==> config.mk <==
export PLATFORM = sky130hd
export DESIGN_NAME = flash_front
export DESIGN_NICKNAME = d
export VERILOG_FILES = /design/src/flash_front.v /design/src/pin_sync.v /design/src/status_write_timer.v
export VERILOG_INCLUDE_DIRS = /design/src
export SDC_FILE = /design/constraint.sdc
export NUM_CORES = 1
export LEC_CHECK = 0
export ABC_CLOCK_PERIOD_IN_PS = 3000
export BUFFER_PORTS_ARGS = -buffer_cell sky130_fd_sc_hd__buf_2
export CAP_MARGIN = 0
export CORE_MARGIN = 4
export CORE_UTILIZATION = 58
export CTS_CLUSTER_DIAMETER = 200
export DETAILED_ROUTE_END_ITERATION = 8
export HOLD_SLACK_MARGIN = 0.06
export PLACE_DENSITY = 0.8
export SYNTH_ARGS = -nofsm -noshare
export SYNTH_HDL_FRONTEND = slang
export SYNTH_SLANG_ARGS = --single-unit
==> constraint.sdc <==
create_clock -name core_clk -period 3 [get_ports core_clk]
set_clock_uncertainty 0.15 [all_clocks]
set_input_delay 0.45 -clock core_clk [delete_from_list [all_inputs] [get_ports core_clk]]
set_output_delay 0.45 -clock core_clk [all_outputs]
set_load 0.05 [all_outputs]
==> src/flash_front_defs.vh <==
// Constants for the serial flash status and read front end.
// Assumes inclusion by bare name from the design files and the bench.
`ifndef FLASH_FRONT_DEFS_VH
`define FLASH_FRONT_DEFS_VH

// Command opcodes
`define OP_STATUS_READ     8'h05
`define OP_STATUS_WRITE    8'h01
`define OP_WRITE_ENABLE    8'h06
`define OP_WRITE_DISABLE   8'h04
`define OP_LOW_POWER_READ  8'h03
`define OP_FAST_READ       8'h0B
`define OP_SUSPEND         8'hB0
`define OP_RESUME          8'h30
`define OP_SSE_A           8'h20
`define OP_SSE_B           8'hD7
`define OP_SECTOR_ERASE    8'hD8
`define OP_CHIP_ERASE_A    8'h60
`define OP_CHIP_ERASE_B    8'hC7
`define OP_PAGE_PROGRAM    8'h02
`define OP_LP_PROGRAM      8'h0A

// Status byte bit positions
`define ST_BUSY_BIT        0
`define ST_WEL_BIT         1
`define ST_BP_LSB          2
`define ST_BP_MSB          4
`define ST_TB_BIT          5
`define ST_SUS_BIT         6
`define ST_LOCK_BIT        7

// Reset value of the volatile status bits
`define ST_VOLATILE_RESET  1'b0

// Rising-edge counts at which a frame reaches each phase
`define CNT_OPCODE         6'd8
`define CNT_WR_DATA        6'd16
`define CNT_ADDR           6'd32
`define CNT_DUMMY          6'd40

// Array address width (upper three address bits ignored)
`define ARRAY_ADDR_W       21

// Status write time and its cycle count at 100 MHz, the exact product of the two
`define CLK_MHZ            100
`define SW_TIME_US         5
`define SW_CYCLES          (`SW_TIME_US * `CLK_MHZ)

`endif

==> src/flash_front.v <==
// SPI slave command front end: status register, write latch, standard reads.
// Assumes the array answers arrayData one core_clk cycle after arrayAddr,
// and the program/erase engine reports engineBusy/engineDone on core_clk.
`timescale 1ns/1ps
`default_nettype none
`include "flash_front_defs.vh"

module flash_front #(
  parameter ADDR_W    = `ARRAY_ADDR_W,
  parameter SW_CYCLES = `SW_CYCLES
) (
  input  wire              core_clk,
  input  wire              sys_rst,
  input  wire              serialClk,
  input  wire              chipSelectN,
  input  wire              serialIn,
  input  wire              writeProtectN,
  output reg               serialOut,
  output reg               serialOutEnN,
  output reg  [ADDR_W-1:0] arrayAddr,
  input  wire [7:0]        arrayData,
  input  wire [4:0]        nvStoredBits,
  output reg               nvWrite,
  output reg  [4:0]        nvWriteData,
  output reg               engineStart,
  output reg  [7:0]        engineOpcode,
  output reg  [23:0]       engineAddr,
  output reg               suspendReq,
  output reg               resumeReq,
  input  wire              engineBusy,
  input  wire              engineDone,
  output wire [7:0]        flashStatus
);

  localparam ST_IDLE = 3'b001;
  localparam ST_CMD  = 3'b010;
  localparam ST_OUT  = 3'b100;

  wire       sckS;
  wire       csNS;
  wire       siS;
  wire       wpNS;
  reg        sckPrev_q;
  reg        csPrev_q;
  reg  [2:0] state_q;
  reg  [5:0] riseCnt_q;
  reg  [7:0] rxShift_q;
  reg  [7:0] opcode_q;
  reg  [7:0] wrData_q;
  reg  [2:0] outBit_q;
  reg        isRead_q;
  reg        wel_q;
  reg        sus_q;
  reg  [2:0] bp_q;
  reg        tb_q;
  reg        lock_q;
  reg        swStart;
  wire       swBusy;
  wire       swDone;
  wire [7:0] rxNext;
  wire       sckRise;
  wire       sckFall;
  wire       csRise;
  wire       csFall;
  wire       busyBit;
  wire [7:0] outByte;

  // Pins come from the link domain: two flops each before use
  pin_sync #(.WIDTH(4)) uSync (
    .core_clk (core_clk),
    .sys_rst  (sys_rst),
    .resetVal (4'hB),
    .pinIn    ({writeProtectN, serialIn, chipSelectN, serialClk}),
    .pinOut   ({wpNS, siS, csNS, sckS})
  );

  status_write_timer #(.CYCLES(SW_CYCLES)) uSwTimer (
    .core_clk (core_clk),
    .sys_rst  (sys_rst),
    .start    (swStart),
    .busy     (swBusy),
    .done     (swDone)
  );

  // True for any opcode that starts an erase or program in the engine
  function isEraseProgram;
    input [7:0] op;
    begin
      isEraseProgram = (op == `OP_SSE_A) || (op == `OP_SSE_B) ||
                       (op == `OP_SECTOR_ERASE) || (op == `OP_CHIP_ERASE_A) ||
                       (op == `OP_CHIP_ERASE_B) || (op == `OP_PAGE_PROGRAM) ||
                       (op == `OP_LP_PROGRAM);
    end
  endfunction

  // Edges of the sampled link clock and select; only clock edges inside a frame count
  assign sckRise = sckS && !sckPrev_q && !csNS;
  assign sckFall = !sckS && sckPrev_q && !csNS;
  assign csRise  = csNS && !csPrev_q;
  assign csFall  = !csNS && csPrev_q;
  assign rxNext  = {rxShift_q[6:0], siS};

  // Busy while a status write runs or the engine works unsuspended
  assign busyBit     = swBusy | (engineBusy & ~sus_q);
  assign flashStatus = {lock_q, sus_q, tb_q, bp_q, wel_q, busyBit};
  assign outByte     = isRead_q ? arrayData : flashStatus;

  // Previous synced levels for edge detection
  always @(posedge core_clk) begin
    if (sys_rst) begin
      sckPrev_q <= 1'b1;                                               // Matches sync reset level
      csPrev_q  <= 1'b1;
    end else begin
      sckPrev_q <= sckS;
      csPrev_q  <= csNS;
    end
  end

  // Frame sequencer: counting rises makes mode 0 and 3 behave alike,
  // since a leading falling edge in mode 3 finds nothing to shift yet
  always @(posedge core_clk) begin
    if (sys_rst) begin
      state_q   <= ST_IDLE;
      riseCnt_q <= 6'd0;
      rxShift_q <= 8'h00;
      opcode_q  <= 8'h00;
      wrData_q  <= 8'h00;
      isRead_q  <= 1'b0;
      arrayAddr <= {ADDR_W{1'b0}};
      engineAddr <= 24'h0;
    end else if (csNS) begin
      state_q   <= ST_IDLE;
      riseCnt_q <= 6'd0;
    end else begin
      case (state_q)
        ST_IDLE: begin
          if (csFall) begin
            state_q   <= ST_CMD;
            riseCnt_q <= 6'd0;
            isRead_q  <= 1'b0;
          end
        end
        ST_CMD, ST_OUT: begin
          if (sckRise) begin
            rxShift_q <= rxNext;
            if (riseCnt_q != 6'h3F) begin
              riseCnt_q <= riseCnt_q + 6'd1;
            end
            if (riseCnt_q == `CNT_OPCODE - 6'd1) begin
              opcode_q <= rxNext;
              if (rxNext == `OP_STATUS_READ) begin
                state_q <= ST_OUT;
              end
            end
            if (riseCnt_q == `CNT_WR_DATA - 6'd1) begin
              wrData_q <= rxNext;
            end
            if (riseCnt_q >= `CNT_OPCODE && riseCnt_q < `CNT_ADDR) begin
              engineAddr <= {engineAddr[22:0], siS};
            end
            if (riseCnt_q == `CNT_ADDR - 6'd1) begin
              // Upper three address bits dropped by the width
              arrayAddr <= {engineAddr[ADDR_W-2:0], siS};
              if (opcode_q == `OP_LOW_POWER_READ) begin
                state_q  <= ST_OUT;
                isRead_q <= 1'b1;
              end
            end
            if (riseCnt_q == `CNT_DUMMY - 6'd1 &&
                opcode_q == `OP_FAST_READ) begin
              state_q  <= ST_OUT;
              isRead_q <= 1'b1;
            end
          end
          // Advance once the last bit of a byte has gone out
          if (sckFall && state_q == ST_OUT && isRead_q &&
              outBit_q == 3'd7) begin
            arrayAddr <= arrayAddr + {{(ADDR_W-1){1'b0}}, 1'b1};
          end
        end
        default: begin
          state_q <= ST_IDLE;
        end
      endcase
    end
  end

  // Output shifter: one bit per falling edge, MSB first; the status byte repeats, array reads advance the address
  always @(posedge core_clk) begin
    if (sys_rst) begin
      serialOut    <= 1'b0;
      serialOutEnN <= 1'b1;
      outBit_q     <= 3'd0;
    end else if (csNS || state_q != ST_OUT) begin
      serialOutEnN <= 1'b1;
      outBit_q     <= 3'd0;
    end else if (sckFall) begin
      serialOut    <= outByte[3'd7 - outBit_q];
      serialOutEnN <= 1'b0;
      outBit_q     <= outBit_q + 3'd1;
    end
  end

  // Commands take effect at the rise of chip select
  always @(posedge core_clk) begin
    if (sys_rst) begin
      wel_q        <= `ST_VOLATILE_RESET;
      sus_q        <= `ST_VOLATILE_RESET;
      bp_q         <= nvStoredBits[2:0];
      tb_q         <= nvStoredBits[3];
      lock_q       <= nvStoredBits[4];
      swStart      <= 1'b0;
      nvWrite      <= 1'b0;
      nvWriteData  <= 5'h00;
      engineStart  <= 1'b0;
      engineOpcode <= 8'h00;
      suspendReq   <= 1'b0;
      resumeReq    <= 1'b0;
    end else begin
      swStart     <= 1'b0;
      nvWrite     <= 1'b0;
      engineStart <= 1'b0;
      suspendReq  <= 1'b0;
      resumeReq   <= 1'b0;
      // Completion clears the latch; a new set in the same cycle wins
      if (swDone || engineDone) begin
        wel_q <= 1'b0;
      end
      if (csRise && state_q != ST_IDLE && riseCnt_q == `CNT_OPCODE) begin
        case (opcode_q)
          `OP_WRITE_ENABLE:  wel_q <= 1'b1;
          `OP_WRITE_DISABLE: wel_q <= 1'b0;
          `OP_SUSPEND: begin
            if (engineBusy && !sus_q) begin
              sus_q      <= 1'b1;
              suspendReq <= 1'b1;
            end
          end
          `OP_RESUME: begin
            if (sus_q) begin
              sus_q     <= 1'b0;
              resumeReq <= 1'b1;
            end
          end
          `OP_CHIP_ERASE_A, `OP_CHIP_ERASE_B: begin
            if (wel_q && !busyBit && !swBusy) begin
              engineStart  <= 1'b1;
              engineOpcode <= opcode_q;
              sus_q        <= 1'b0;
            end
          end
          default: begin
          end
        endcase
      end
      // Status write needs exactly one data byte and an enabled latch
      if (csRise && state_q != ST_IDLE && riseCnt_q == `CNT_WR_DATA &&
          opcode_q == `OP_STATUS_WRITE && wel_q && !busyBit &&
          (wpNS || !lock_q)) begin
        bp_q        <= wrData_q[`ST_BP_MSB:`ST_BP_LSB];
        tb_q        <= wrData_q[`ST_TB_BIT];
        lock_q      <= wrData_q[`ST_LOCK_BIT];
        nvWrite     <= 1'b1;
        nvWriteData <= {wrData_q[`ST_LOCK_BIT], wrData_q[`ST_TB_BIT],
                        wrData_q[`ST_BP_MSB:`ST_BP_LSB]};
        swStart     <= 1'b1;
      end
      // Addressed erase and program commands need the full address
      if (csRise && state_q != ST_IDLE && riseCnt_q >= `CNT_ADDR &&
          isEraseProgram(opcode_q) && opcode_q != `OP_CHIP_ERASE_A &&
          opcode_q != `OP_CHIP_ERASE_B && wel_q && !busyBit && !swBusy) begin
        engineStart  <= 1'b1;
        engineOpcode <= opcode_q;
        sus_q        <= 1'b0;
      end
    end
  end

endmodule // flash_front

`default_nettype wire

==> src/pin_sync.v <==
// Two-flop synchroniser for a group of independent level inputs.
// Assumes each bit is a slow level or a clock far below core_clk.
`timescale 1ns/1ps
`default_nettype none

module pin_sync #(
  parameter WIDTH = 4
) (
  input  wire             core_clk,
  input  wire             sys_rst,
  input  wire [WIDTH-1:0] resetVal,
  input  wire [WIDTH-1:0] pinIn,
  output reg  [WIDTH-1:0] pinOut
);

  reg [WIDTH-1:0] meta_q;

  // First stage feeds only the second stage
  genvar i;
  generate
    for (i = 0; i < WIDTH; i = i + 1) begin : gSync
      always @(posedge core_clk) begin
        if (sys_rst) begin
          meta_q[i] <= resetVal[i];
          pinOut[i] <= resetVal[i];
        end else begin
          meta_q[i] <= pinIn[i];
          pinOut[i] <= meta_q[i];
        end
      end
    end
  endgenerate

endmodule // pin_sync

`default_nettype wire

==> src/status_write_timer.v <==
// Busy timer for the nonvolatile status write.
// Assumes start is a one-cycle pulse; restarts are ignored while busy.
`timescale 1ns/1ps
`default_nettype none

module status_write_timer #(
  parameter CYCLES = 500
) (
  input  wire core_clk,
  input  wire sys_rst,
  input  wire start,
  output reg  busy,
  output reg  done
);

  reg [31:0] count_q;

  // Count down the write time, pulse done in the cycle busy falls
  always @(posedge core_clk) begin
    if (sys_rst) begin
      count_q <= 32'h0;
      busy    <= 1'b0;
      done    <= 1'b0;
    end else begin
      done <= 1'b0;
      if (start && !busy) begin
        count_q <= CYCLES;
        busy    <= 1'b1;
      end else if (busy) begin
        if (count_q <= 32'h1) begin
          busy <= 1'b0;
          done <= 1'b1;
        end else begin
          count_q <= count_q - 32'h1;
        end
      end
    end
  end

endmodule // status_write_timer

`default_nettype wire

==> results_dict.tcl <==
set metrics [dict create \
    ys.warnings.count 0 \
    slowest_stage "or4_1" \
    yosys.cell_count.top_type "dfxtp_1" \
    whs_path_depth 2 \
    avgRoutedWirePerCell_um 17.25 \
    finalPower_mw 4.386 \
    drt-pass1-iter-count 5 \
    worst_slack_ns 0.1997 \
    ctsHoldBuffers 2 \
    htree_levels 4 \
    async_reset_ff_share_pct 0 \
    status "completed" \
    overflow 0 \
    max_freq_mhz 357.1 \
    critPathKind "flop to flop" \
    start_util_pct 60.21 \
    finalCritPeriodShare_pct 93.34 \
    hold_slack_ns 0.07211 \
    min_from "writeProtectN" \
    postCtsResizedCells 0 \
    synth_seq_cells 148 \
    cts_tree "done" \
    cpMostUsedCell "or4_1" \
    core_um2 11610 \
    clk_pin_slew_ns 0.06 \
    synthCells 792 \
    p_per_area_nw_per_um2 535.1 \
    grt_pass1_vias 6072 \
    arrival_ns 2.95 \
    clk_latency_ns 0.42 \
    ys_seq_area_share_pct 43.08 \
    critPathRequiredTime_ns 3.15 \
    met2_usage_pct 42.76 \
    pin_count 93 \
    peakVddDrop_uv 431.5 \
    crit_path_cell_trace "or4_1, or4_1, nor4_2, or4b_1, a21oi_1" \
    totalWireLength_um 17680 \
    fillers 896 \
    diodes 0 \
    grt_util_all_layers_pct 25.33 \
    antenna_found_initial 0 \
    netlist.area_leader.share_pct 40.94 \
    tightestPinTransition_ns 0.8429 \
    drc 0 \
    fin_area_um2 8195 \
    synth_area_um2 6993 \
    place_area_um2 7532 \
    reg2reg_from "uSwTimer.count_q[24]" \
    grtUsageMet1_pct 32.03 \
    ys_top_cells_by_count "dfxtp_1 (143), nand2_1 (98), nor2_1 (62)" \
    drt_iter0_markers 640 \
    setup_violations 0 \
    critPathMaxStageDelay_ns 0.64 \
    die_w_um 117.8 \
    fp.dieH_um 117.8 \
    num_vias 6418 \
    fin_setup_tns_ns 0 \
    met3_usage_pct 5.478 \
    place_congestion 0.8288 \
    hold-path-endpoint "uSync.meta_q[3]" \
    area_delta_synth_final_pct 17.19 \
    rsz0062_at_grt "false" \
    cts_made_buffers 17 \
    dp_slack_ns 0.2460 \
    clock-sinks 148 \
    yosysTopAreaCell "dfxtp_1" \
    grt_max_degree 53 \
    endpoint_kind "flop" \
    reg2reg_depth 5 \
    worstSetupStartpointType "flop" \
    hold_path_class "input pin to flop" \
    syn_area_per_cell_um2 8.829 \
    fin_crit_ns 2.800 \
    viasPerCell 6.261 \
    synth_cell_types 73 \
    layout-drive-gt1-share_pct 20.75 \
    worstPathMaxFanout 8 \
    port_buffers 92 \
    core.rowCount 39 \
    clock-root-buffer "clkbuf_16" \
    synth_ff_type "dfxtp_1" \
    postRouteAntennaNets 0 \
    die-area_um2 13880 \
    maxSlewHeadroom_pct 43.29 \
    place_hpwl_um 12410 \
    post-cts-setup-buffer-count 0 \
    cts_buffer_depth 2 \
    cp-startpoint "uSwTimer.count_q[24]" \
    synth_edf_count 5 \
    p_leak_nw 3.268 \
    finalHoldViolations 0 \
    r2r-end "uSwTimer.count_q[11]" \
    finalNetCount 897 \
    ys_top_cells_by_area "dfxtp_1 (41%), nand2_1 (5.3%), mux2i_1 (4.4%)" \
    r2r_slack_ns 0.20 \
    maxCapViolations 0 \
    syn-num-nets 820 \
    grt_pass1_wl_um 29660 \
    grt_busiest_layer "met2" \
    timing.final.max_slew_violations 0 \
]
cell usage in the layout (no fill, tap or decap), types with 5 or more instances in the layout:
master     synthesis  final
dfxtp_1          143    143
ha_1               7      7
a21oi_1           61     61
o21ai_0           20     20
buf_4              6     19
mux2i_1           31     31
o311ai_0          10     10
nor2_1            62     62
nor2b_1            6      6
nor3_1            19     19
or3_1             26     26
o41ai_1            5      5
a31oi_1            9      9
o211ai_1           9      9
clkbuf_16          0     18
o31ai_1            9      9
nor4_1            14     14
a2bb2oi_1          6      6
nand3_1           12     12
or2_2             14     14
nand2b_1          10     10
and4_1             7      7
nor4b_1            7      7
a311oi_1           8      8
a211oi_1           9      9
and2_1             8      8
buf_2              4     91
and3_1             7      7
edfxtp_1           5      5
mux2_2             5      5
o21a_1             5      5
inv_1             15     15
xnor2_1            5      5
nand2_1           98     98
or4_1             15     15
nand4_1           10     10
routing by layer:
metal / up-vias / share of wire (%) / wire length (um)
met1: 3089 / 43 / 7609
met3: 31 / 5.6 / 987
met5: - / 0 / 0
li1: 3081 / - / -
met4: 0 / 1.7 / 301
met2: 217 / 50 / 8783
through the flow:
| stage | utilization (%) | cells |
|---|---|---|
| global placement | 64.86 | 991 |
| global route | 70.57 | 1025 |
| CTS | 70.57 | 1025 |
| finish | 70.57 | 1025 |
| detailed placement | 64.86 | 991 |
| floorplan | - | 792 |
worst max-delay path, delay by kind of cell, from the launching register on:
family / cells / cell delay, ns
AO/OA/AOI/OAI: 1 / 0.06
AND/OR/NAND/NOR: 4 / 2.10
flip-flops: 1 / 0.36
worst max path at each step:
stage | endpoint
floorplan | uSwTimer.count_q[13]
global placement | uSwTimer.count_q[11]
detailed placement | uSwTimer.count_q[15]
CTS | uSwTimer.count_q[11]
global route | uSwTimer.count_q[11]
finish | uSwTimer.count_q[11]
cell families after synthesis:
| kind of cell | after synthesis | synth area share (%) |
|---|---|---|
| compound gates | 179 | 17.55 |
| xor+xnor | 5 | 0.6262 |
| fa+ha+maj | 7 | 1.252 |
| buf+inv | 69 | 4.205 |
| flops | 148 | 43.08 |
| mux | 40 | 6.531 |
| simple gates | 344 | 26.75 |
sequential cells by signal (all words and copies together) (netlist names), 3 cells and up:
signal / flops
nvWriteData: 5
engineOpcode: 8
opcode_q: 8
arrayAddr: 21
wrData_q: 5
rxShift_q: 7
bp_q: 3
riseCnt_q: 6
uSync.meta_q: 4
uSwTimer.count_q: 32
engineAddr: 24
uSync.pinOut: 4
outBit_q: 3
state_q: 3
report_power, final:
| group | switching, mW | internal [mW] | leakage [nW] |
|---|---|---|---|
| clock | 0.829 | 1.46 | 0.306 |
| sequential | 0.00704 | 1.99 | 1.20 |
| combinational | 0.0704 | 0.0355 | 1.76 |
area by class of cell:
cell class | count | area (um^2) | area share (%)
timing repair buffer | 112 | 618.1 | 7.542
clock buffer | 19 | 464.2 | 5.664
tap | 143 | 178.9 | 2.183
multi-input combinational | 575 | 3686 | 44.98
sequential | 148 | 3013 | 36.76
clock inverter | 13 | 178.9 | 2.183
inverter | 15 | 56.30 | 0.6870
Power figures use the tool's default switching activity.
